### src/core/nsov_pkg.sv
package nsov_pkg;
    // clock and the millisecond base of the delay timer
    localparam int CLK_PERIOD_NS = 4;
    localparam int MS_NS = 1000000;
    localparam int MS_CYCLES = MS_NS / CLK_PERIOD_NS;
    // register byte offsets on the apb slave
    localparam int ADDR_W = 8;
    localparam logic [7:0] OFF_CTRL = 8'h00;
    localparam logic [7:0] OFF_LEVEL = 8'h04;
    localparam logic [7:0] OFF_DELAY = 8'h08;
    localparam logic [7:0] OFF_STATE = 8'h0c;
    localparam logic [7:0] OFF_INT_STATUS = 8'h10;
    localparam logic [7:0] OFF_INT_CLEAR = 8'h14;
    localparam logic [7:0] OFF_INT_ENABLE = 8'h18;
    localparam logic [7:0] OFF_MEAS = 8'h1c;
    // field positions
    localparam int CTRL_ENABLE_BIT = 0;
    localparam int CTRL_START_ONLY_BIT = 1;
    localparam int EV_START_BIT = 0;
    localparam int EV_TRIP_BIT = 1;
    // setting ranges and defaults
    localparam logic [15:0] LEVEL_MIN = 16'h0002;
    localparam logic [15:0] LEVEL_MAX = 16'h0028;
    localparam logic [5:0] LEVEL_RST = 6'h1e;
    localparam logic [15:0] DELAY_MIN = 16'h0032;
    localparam logic [15:0] DELAY_MAX = 16'hea60;
    localparam logic [15:0] DELAY_RST = 16'h0064;
    localparam logic ENABLE_RST = 1'b1;
    localparam logic START_ONLY_RST = 1'b0;
    // measured input is in hundredths of a percent
    localparam logic [15:0] RMS_PER_PCT = 16'h0064;

    // settings steering the function
    typedef struct packed {
        logic enable;
        logic start_only;
        logic [5:0] level;
        logic [15:0] delay;
    } nsov_cfg_t;

    // event and status pair
    typedef struct packed {
        logic trip;
        logic start;
    } nsov_ev_t;
endpackage

### src/core/nsov_timer.sv
// Function
// - start asserts while voltage exceeds threshold
// - threshold percent setting 2 to 40, default 30
// - delay ms setting 50 to 60000, default 100
// - delay counts only while above threshold
// - trip needs expired delay and trip mode
// - disable setting or blocking input suppresses operation
// - internal start and delayed trip status outputs
// - start-only flag, default false, inhibits trip
// - general start and trip gated by blocking
`timescale 1ns/100ps
module nsov_timer
    import nsov_pkg::*;
#(
    parameter int MS_CYC = MS_CYCLES
)
(
    input wire logic pclk,
    input wire logic presetn,
    input wire logic psel,
    input wire logic penable,
    input wire logic pwrite,
    input wire logic [ADDR_W-1:0] paddr,
    input wire logic [31:0] pwdata,
    output logic [31:0] prdata,
    output logic pready,
    output logic pslverr,
    input wire logic [15:0] neg_seq_rms,
    input wire logic block_in,
    output logic start_status,
    output logic trip_status,
    output logic general_start_out,
    output logic general_trip_out,
    output logic irq
);
    localparam int DIV_W = $clog2(MS_CYC + 1);
    localparam logic [DIV_W-1:0] DIV_LAST = DIV_W'(MS_CYC - 1);

    nsov_cfg_t cfg; // software settings
    nsov_ev_t int_status; // sticky event bits
    nsov_ev_t int_enable; // interrupt mask, high enables
    nsov_ev_t events; // one-cycle rising edges of the general outputs
    logic [DIV_W-1:0] div_cnt; // cycles inside the current millisecond
    logic ms_tick; // one-cycle pulse per elapsed millisecond
    logic [15:0] ms_count; // elapsed whole milliseconds above threshold
    logic [15:0] thresh; // threshold in input units
    logic above; // measured voltage over the threshold
    logic run; // function enabled and not blocked
    logic setup; // apb setup phase
    logic wr_en; // apb write completes this edge
    logic mapped; // address hits a register

    // clamp a written value into its legal range
    function automatic logic [15:0] clamp(input logic [15:0] v,
                                          input logic [15:0] lo,
                                          input logic [15:0] hi);
        logic [15:0] r;
        r = v;
        if (v < lo)
        begin
            r = lo;
        end
        else if (v > hi)
        begin
            r = hi;
        end
        return r;
    endfunction

    // comparison and enable terms; upstream rms is taken as is
    assign thresh = 16'(cfg.level) * RMS_PER_PCT;
    assign above = neg_seq_rms > thresh;
    assign run = cfg.enable && !block_in;
    assign ms_tick = (div_cnt == DIV_LAST);

    // apb decode: zero wait states, answer in the access cycle
    assign setup = psel && !penable;
    assign wr_en = psel && penable && pready && pwrite;
    always_comb
    begin
        case (paddr)
            OFF_CTRL, OFF_LEVEL, OFF_DELAY, OFF_STATE,
            OFF_INT_STATUS, OFF_INT_CLEAR, OFF_INT_ENABLE,
            OFF_MEAS: mapped = 1'b1;
            default: mapped = 1'b0;
        endcase
    end

    // pready rises for exactly the access cycle after setup
    always_ff @(posedge pclk or negedge presetn)
    begin
        if (!presetn)
        begin
            pready <= 1'b0;
            pslverr <= 1'b0;
        end
        else
        begin
            pready <= setup;
            pslverr <= setup && !mapped;
        end
    end

    // read data captured at setup; clear register reads zero
    always_ff @(posedge pclk or negedge presetn)
    begin
        if (!presetn)
        begin
            prdata <= 32'h0;
        end
        else if (setup)
        begin
            case (paddr)
                OFF_CTRL: prdata <= {30'h0, cfg.start_only, cfg.enable};
                OFF_LEVEL: prdata <= {26'h0, cfg.level};
                OFF_DELAY: prdata <= {16'h0, cfg.delay};
                OFF_STATE: prdata <= {28'h0, general_trip_out,
                                      general_start_out, trip_status,
                                      start_status};
                OFF_INT_STATUS: prdata <= {30'h0, int_status};
                OFF_INT_ENABLE: prdata <= {30'h0, int_enable};
                OFF_MEAS: prdata <= {16'h0, ms_count};
                default: prdata <= 32'h0;
            endcase
        end
    end

    // settings; out-of-range writes are clamped, never refused
    always_ff @(posedge pclk or negedge presetn)
    begin
        if (!presetn)
        begin
            cfg.enable <= ENABLE_RST;
            cfg.start_only <= START_ONLY_RST;
            cfg.level <= LEVEL_RST;
            cfg.delay <= DELAY_RST;
        end
        else if (wr_en)
        begin
            case (paddr)
                OFF_CTRL:
                begin
                    cfg.enable <= pwdata[CTRL_ENABLE_BIT];
                    cfg.start_only <= pwdata[CTRL_START_ONLY_BIT];
                end
                OFF_LEVEL:
                    cfg.level <= 6'(clamp(pwdata[15:0], LEVEL_MIN,
                                          LEVEL_MAX));
                OFF_DELAY:
                    cfg.delay <= clamp(pwdata[15:0], DELAY_MIN,
                                       DELAY_MAX);
                default:
                    cfg <= cfg;
            endcase
        end
    end

    // millisecond divider, restarted whenever timing stops so each
    // timed interval starts on a fresh millisecond
    always_ff @(posedge pclk or negedge presetn)
    begin
        if (!presetn)
        begin
            div_cnt <= '0;
        end
        else if (!(run && above) || ms_tick)
        begin
            div_cnt <= '0;
        end
        else
        begin
            div_cnt <= div_cnt + DIV_W'(1);
        end
    end

    // elapsed delay; saturates so a long hold never wraps to zero
    always_ff @(posedge pclk or negedge presetn)
    begin
        if (!presetn)
        begin
            ms_count <= 16'h0;
        end
        else if (!(run && above))
        begin
            ms_count <= 16'h0;
        end
        else if (ms_tick && ms_count != 16'hffff)
        begin
            ms_count <= ms_count + 16'h1;
        end
    end

    // internal start and trip status
    always_ff @(posedge pclk or negedge presetn)
    begin
        if (!presetn)
        begin
            start_status <= 1'b0;
            trip_status <= 1'b0;
        end
        else
        begin
            start_status <= run && above;
            trip_status <= run && above && !cfg.start_only
                           && (ms_count >= cfg.delay);
        end
    end

    // general outputs, gated once more by the blocking input
    always_ff @(posedge pclk or negedge presetn)
    begin
        if (!presetn)
        begin
            general_start_out <= 1'b0;
            general_trip_out <= 1'b0;
        end
        else
        begin
            general_start_out <= start_status && !block_in;
            general_trip_out <= trip_status && !block_in;
        end
    end

    // interrupt: rising edges of general outputs set sticky bits
    assign events.start = !general_start_out && start_status && !block_in;
    assign events.trip = !general_trip_out && trip_status && !block_in;
    always_ff @(posedge pclk or negedge presetn)
    begin
        if (!presetn)
        begin
            int_status <= '0;
            int_enable <= '0;
        end
        else
        begin
            // a new event beats a clear in the same cycle
            if (wr_en && paddr == OFF_INT_CLEAR)
            begin
                int_status <= (int_status & ~nsov_ev_t'(pwdata[1:0]))
                              | events;
            end
            else
            begin
                int_status <= int_status | events;
            end
            if (wr_en && paddr == OFF_INT_ENABLE)
            begin
                int_enable <= nsov_ev_t'(pwdata[1:0]);
            end
        end
    end

    // level interrupt, one cycle behind the status bits
    always_ff @(posedge pclk or negedge presetn)
    begin
        if (!presetn)
        begin
            irq <= 1'b0;
        end
        else
        begin
            irq <= |(int_status & int_enable);
        end
    end

    property p_start_follows;
        @(posedge pclk) disable iff (!presetn)
        (run && above) |=> start_status;
    endproperty
    a_start_follows: assert property (p_start_follows)
        else $error("start missing while above threshold");

    property p_level_range;
        @(posedge pclk) disable iff (!presetn)
        (16'(cfg.level) >= LEVEL_MIN) && (16'(cfg.level) <= LEVEL_MAX);
    endproperty
    a_level_range: assert property (p_level_range)
        else $error("threshold setting out of range");

    property p_delay_range;
        @(posedge pclk) disable iff (!presetn)
        (cfg.delay >= DELAY_MIN) && (cfg.delay <= DELAY_MAX);
    endproperty
    a_delay_range: assert property (p_delay_range)
        else $error("delay setting out of range");

    property p_count_needs_above;
        @(posedge pclk) disable iff (!presetn)
        (ms_count != 16'h0 && ms_count != $past(ms_count))
            |-> $past(run && above && ms_tick);
    endproperty
    a_count_needs_above: assert property (p_count_needs_above)
        else $error("delay advanced without overvoltage");

    property p_trip_cause;
        @(posedge pclk) disable iff (!presetn)
        trip_status |-> $past(ms_count >= cfg.delay && !cfg.start_only);
    endproperty
    a_trip_cause: assert property (p_trip_cause)
        else $error("trip before delay expiry or in start mode");

    property p_block_suppress;
        @(posedge pclk) disable iff (!presetn)
        (block_in || !cfg.enable) |=> !start_status && !trip_status;
    endproperty
    a_block_suppress: assert property (p_block_suppress)
        else $error("operation while disabled or blocked");

    property p_trip_with_start;
        @(posedge pclk) disable iff (!presetn)
        trip_status |-> start_status;
    endproperty
    a_trip_with_start: assert property (p_trip_with_start)
        else $error("trip status without start status");

    property p_start_only;
        @(posedge pclk) disable iff (!presetn)
        cfg.start_only |=> !trip_status;
    endproperty
    a_start_only: assert property (p_start_only)
        else $error("trip issued in start-only mode");

    property p_general_gate;
        @(posedge pclk) disable iff (!presetn)
        general_trip_out |-> $past(trip_status && !block_in);
    endproperty
    a_general_gate: assert property (p_general_gate)
        else $error("general trip not gated by blocking");

    property p_drop_clears;
        @(posedge pclk) disable iff (!presetn)
        !(run && above) |=> (ms_count == 16'h0) ##1 !general_start_out;
    endproperty
    a_drop_clears: assert property (p_drop_clears)
        else $error("timer or outputs not cleared on drop");
endmodule

### config.mk
export PLATFORM = sky130hd
export DESIGN_NAME = nsov_timer
export DESIGN_NICKNAME = d
export VERILOG_FILES = /design/src/core/nsov_pkg.sv /design/src/core/nsov_timer.sv
export SDC_FILE = /design/constraint.sdc
export NUM_CORES = 1
export LEC_CHECK = 0
export ABC_CLOCK_PERIOD_IN_PS = 5400
export BUFFER_PORTS_ARGS = -buffer_cell sky130_fd_sc_hd__buf_4
export CAP_MARGIN = 20
export CORE_AREA = 2 2 138 140
export DETAILED_ROUTE_END_ITERATION = 12
export DIE_AREA = 0 0 140 142
export PLACE_DENSITY = 0.56
export RECOVER_POWER = 100
export SYNTH_ARGS = -nofsm -noshare
export SYNTH_HDL_FRONTEND = slang
export SYNTH_SLANG_ARGS = --single-unit
export TNS_END_PERCENT = 10
### constraint.sdc
create_clock -name pclk -period 5.4 [get_ports pclk]
set_clock_uncertainty 0.15 [all_clocks]
set_input_delay 1.08 -clock pclk [delete_from_list [all_inputs] [get_ports pclk]]
set_output_delay 1.08 -clock pclk [all_outputs]
set_load 0.02 [all_outputs]
* After elaboration in Yosys (flattened, before gate mapping)
Memories as Yosys holds them, arrays and structs flattened.
Cells that the tools add are included.
Widths: inputs -> output; s select.
** Word-level totals
- Register bits :: 101
- Bits in read-only memories :: 32
- Bits of input ports :: 62
- Output and inout port bits :: 39
- Word-level logic and storage cells :: 85
- Memories kept :: 1
** Cells by class
- $add $sub $neg :: 2
- Multiply operators :: 1
- $lt $le $gt $ge :: 6
- Equal/unequal tests :: 10
- Multiplexer cells :: 10
- Bitwise gates (word level) :: 5
- Reduce and logical (&&, ||, !) cells :: 32
** Memory list
- (no name shown) :: words 32, bits a word 1, rd ports 1, clocked after Yosys merged registers in 0, write ports 0, line nsov_timer.sv:81 : case (paddr)
** Operators with widths (count)
- $pmux 16 s7 :: 1
- $mux 16 :: 4
- $eq 8x5->1 const B :: 4
- $add 18x1->18 const B :: 1
- $eq 18x18->1 const B :: 1
- $logic_and 1x1->1 :: 18
- $mux 18 :: 1
- $add 16x1->16 const B :: 1
- $eq 8x4->1 const B :: 2
- $ge 16x16->1 :: 1
- $gt 16x13->1 :: 1
- $gt 16x16->1 const B :: 1
- $gt 16x6->1 const B :: 1
- $lt 16x2->1 const B :: 1
- $lt 16x6->1 const B :: 1
- $ne 16x16->1 const B :: 1
- $mux 6 :: 2
- $mul 6x5->11 const B :: 1
- $eq 8x3->1 const B :: 1
- $logic_not 8->1 :: 1
- $logic_not 1->1 :: 7
- $reduce_and 2->1 :: 3
- $and 2x2->2 :: 2
- $or 2x2->2 :: 2
- other kinds (7) :: 7

* Depth between registers and ports, before layout
- Depth after elaboration :: 6
- Gate-level depth with buffers :: 17
- Mapped depth without buffers :: 16

* Worst setup path before layout
OpenSTA, ideal clock, no wires.
- Path kind :: register to register
- Start point :: register cfg[18] (netlist bit)
- End point :: register div_cnt[15]
- Library setup time :: 0.142 ns
- Data arrival time :: 3.810 ns
- Data required time :: 5.108 ns
- Slack :: 1.297 ns
- Cell stages (with the launch flop) :: 17
- Path buffers :: 1
- Period minus slack after synthesis :: 4.103 ns
- Cells stage by stage :: dfstp_2 ha_1 ha_1 ha_1 ha_1 a21o_1 a21oi_1 o21bai_1 a21oi_1 xor2_1 ha_1 a21o_1 a211oi_1 o21ai_0 o21ai_1 buf_2 nor3_1
** On the way
- Longest elaborated chain between the ends :: 6
** RTL lines
- from (decl) :: line nsov_timer.sv:39 : nsov_cfg_t cfg;
- from (signal assigned) :: line nsov_timer.sv:153 : cfg <= cfg;
- $mul 6x5->11 :: line nsov_timer.sv:71 : assign thresh = 16'(cfg.level) * RMS_PER_PCT;
- $gt 16x13->1 :: line nsov_timer.sv:72 : assign above = neg_seq_rms > thresh;
- $logic_and 1x1->1 :: line nsov_timer.sv:166 : else if (!(run && above) || ms_tick)
- $logic_not 1->1
- $logic_or 1x1->1 :: line nsov_timer.sv:166
- $mux 18 :: line nsov_timer.sv:166
- to (signal assigned) :: line nsov_timer.sv:172 : div_cnt <= div_cnt + DIV_W'(1);
- to (decl) :: line nsov_timer.sv:43 : logic [DIV_W-1:0] div_cnt;
Every way passes these cells.
A chain may end at the register's enable or synchronous reset.

* Final worst setup path
Same ends and word-level chain as after synthesis.

==> summary.md <==
| Metric | Value |
|---|---|
| Outcome | finished with violations |
| Failing checks | DRC, capacitance limit, slew limit |
| Buffers added on ports | between 60 and 70 |
| Buf/Inv on CP | 1 |
| Skew-Pair Late Insertion Delay | 340 ps |
| CTS clk-pin slew, worst paths | ~60 ps |
| Critical Path AT | between 4000 and 5000 ps |
| Post-synth top cells | dfrtp_1, ha_1, nand2_1, nor2_1, inv_1 |
| Avg Vias per Cell | between 4 and 5 |
| Number of global-route vias before repair | around 4,500 |
| Depth of the worst register-to-register path | 16 |
| CP peak stage delay | roughly 630 ps |
| Setup TNS | 0 ps |
| Critical-path top delay cell | dfstp_1 |
| Relative slew slack | -30.0% |
| Syn Inst Count | about 560 |
| Number of flops mapped to enable cells by yosys | 0 |
| Post-route ant nets | 0 |
| Critical-path cell list | ha_1, ha_1, ha_1, ha_1, a21o_1, a21oi_1, o21bai_1, a21oi_1, xor2_1, ha_1, a21o_1, a211oi_1, o21ai_0, o21ai_0, buf_4, nor3_1 |
| Layout cells sized above 1 | between 10 and 15% |
| Combinational share of power | 7.0% |
| WHS | 311 ps |
| Die area | 19,900 sq um |
| Tcrit/Tclk final | between 80% and 90% |
| Core area | ~18,000 sq um |
| Leakage | 2.70 nW |
| Fin crit period | roughly 4600 ps |
| Final Max Tran Viols | 35 |
| Initial Util | between 20 and 30% |
| Post-CTS Setup Bufs | 0 |
| Syn-to-layout area delta | 15.1% |
| Hold crit path type | reg -> reg |
| CTS tree | yes |
| Longest Clk Path Bufs | 2 |
| Chip Width | 140 um |
| Pwr/cell area | about 210 nW/um^2 |
| Synth warnings | 0 |
| Row count | 50 |
| GRT Resource Usage Total | approximately 14% |
| Max_cap viols | 1 |
| Fmax achieved | 0.219 GHz |
| Post-synth cell types | 65 |
| Clock sinks | between 80 and 90 |
| Drt wl/cell | approximately 16 um |
| Diode count | 0 |
| Drt total wl | 13.5 mm |
| Setup-failing EPs final | 0 |
| Maximum vdd drop | around 0.00013 V |
| Top cells by area, synth | dfrtp_1, ha_1, dfstp_2 |
| First-pass GRT wire length | 22.8 mm |
| Syn Area/Cell | 9.61 sq um |
| Gr ovfl total | 0 |
| Vias post-DR | roughly 4,300 |
| Top FF cell, synth | dfrtp_1 |
| Largest net degree at the start of global routing | 53 |
| Post-Syn Area | between 5000 and 6000 sq um |
| Cell family contributing the most delay on the critical path | adder cells |
| Kind of start point of the critical path | flop |
| Chip Height | roughly 140 um |
| Initial antenna violation count | 0 |
| Area leader, netlist | dfrtp_1 |
| FF+latch count, synth | between 80 and 90 |
| RSZ-0062 raised after global routing | false |
| H-Tree Depth | 3 |
| R2r startpoint | cfg[18] |
| Worst-margin pin slew | roughly 2000 ps |
| Post-synthesis sequential area ratio | 39.6% |
| Drt drc | 6 |
| Reg2reg end | div_cnt[15] |
| TritonCTS buffer count | 9 |
| Post-synth ARST share | between 90% and 100% |
| Sw frac | 23.6% |
| CP endpoint kind | flop |
| Final net count | around 740 |
| DPL Wire Length | 10.1 mm |
| Hold path endpoint | trip_status |
| Internal | 1.01 mW |
| Worst R2R Setup Slack | between 800 and 900 ps |
| Max Fanout on Critical Path | 36 |
| Hold Buf Count CTS | 0 |
| HP Start | cfg[22] |
| Clock Power Share | between 40 and 50% |
| Root Driver | clkbuf_16 |
| Gpl congestion | approximately 0.86 |
| Starting DRT DRC Count | 210 |
| Drt pass-1 iters | 11 |
| Hold Fails Final Rpt | 0 |
| Worst EP required | around 5400 ps |
| Synth top area share | a little over a third |
| Hold Crit Depth | 1 |
| NetSw | just over 0.3 mW |
| Post-cts sizing count | 0 |
| Worst setup path category | reg -> reg |
| Most common cell on crit path | ha_1 |
| Part of the power in registers | around half |
| IO Pins | slightly above 100 |
| Most common cell in the netlist | dfrtp_1 |
## routing by layer
metal / share of wire [%] / track usage [%] / up-vias / routed length [um]
met5: 0 / 0 / - / 0
met4: 1.5 / 4.20 / 0 / 209
met3: 3.7 / 3.20 / 17 / 505
met2: 49 / 24.7 / 84 / 6600
met1: 46 / 18.2 / 2065 / 6190
li1: - / - / 2121 / -
## worst max path at each step
stage,slack [ps],cells after the start,to,startpoint
finish,840,16,div_cnt[15],cfg[18]
floorplan,1300,16,div_cnt[15],cfg[18]
global placement,1030,16,div_cnt[7],cfg[18]
global route,440,16,div_cnt[17],cfg[18]
detailed placement,1010,16,div_cnt[16],cfg[18]
CTS,950,16,div_cnt[3],cfg[18]
## layout by cell type, fill, tap and decap left out, types with 5 or more instances in the layout
cell type,count
nand2_1,45
a22o_1,13
nand4_1,11
xnor2_1,21
o21ai_0,28
nor3_1,18
a21oi_1,21
dfrtp_1,77
or3_1,5
buf_4,42
nand3_1,23
mux2_2,8
nand2b_1,7
and3_1,5
a22oi_1,19
and4_1,7
nor2b_1,5
nor2_1,35
conb_1,16
clkbuf_1,26
a21o_1,6
dfstp_2,7
clkbuf_16,9
ha_1,52
xor2_1,12
nor4_1,15
inv_1,33
mux2i_1,5
## power groups by stage
stage | combinational [mW] | sequential (mW) | clock, mW
2_1_floorplan | 0.0471 | 0.653 | 0
3_3_place_gp | 0.0935 | 0.652 | 0
3_5_place_dp | 0.0962 | 0.652 | 0
4_1_cts | 0.0965 | 0.641 | 0.606
5_1_grt | 0.105 | 0.641 | 0.629
6_report | 0.0926 | 0.641 | 0.587
## worst reg2reg max path: stages (launching register included)
cell and delay (ps):
dfstp_1 630, ha_1 280, ha_1 290, ha_1 320
ha_1 310, a21o_1 180, a21oi_1 210, o21bai_1 100
a21oi_1 170, xor2_1 180, ha_1 260, a21o_1 170
a211oi_1 220, o21ai_0 140, o21ai_0 250, buf_4 420
nor3_1 130
## area by class of cell
cell class,instances,area (sq um)
Tap cell,234,293
Fill cell,1871,12200
Multi-Input combinational cell,422,2950
Clock buffer,12,256
Timing Repair Buffer,70,429
Inverter,33,124
Sequential cell,85,2140
Clock inverter,4,22.5
## stage by stage
stage                     utilization [%]  power [mW]  worst slack [ps]  instances  area, sq um
after detailed placement             32.9       0.748              1010        844         6060
final                                33.7        1.32               835        860         6220
after global placement               32.9       0.746              1030        844         6060
after floorplan                         -       0.700              1300        577         5460
after global routing                 33.7        1.37               445        860         6220
after CTS                            34.4        1.34               955        860         6340
## sequential cells by signal, indices dropped and copies added (netlist names)
name	cells
cfg	24
div_cnt	18
ms_count	16
prdata	16
int_enable	2
int_status	2
general_start_out	1
general_trip_out	1
irq	1
pready	1
pslverr	1
start_status	1
trip_status	1
## logic make-up after synthesis
logic type / share of synthesized area (%)
and+or+nand+nor: 19.6
AOI/OAI and AO/OA: 14.1
DFF: 39.6
buffers and inverters: 6.28
adders and majority gates: 12.4
xor gates and xnor gates: 5.35
muxes: 2.60
other: 0.0694
No activity file was read; power rests on OpenSTA's default activity.
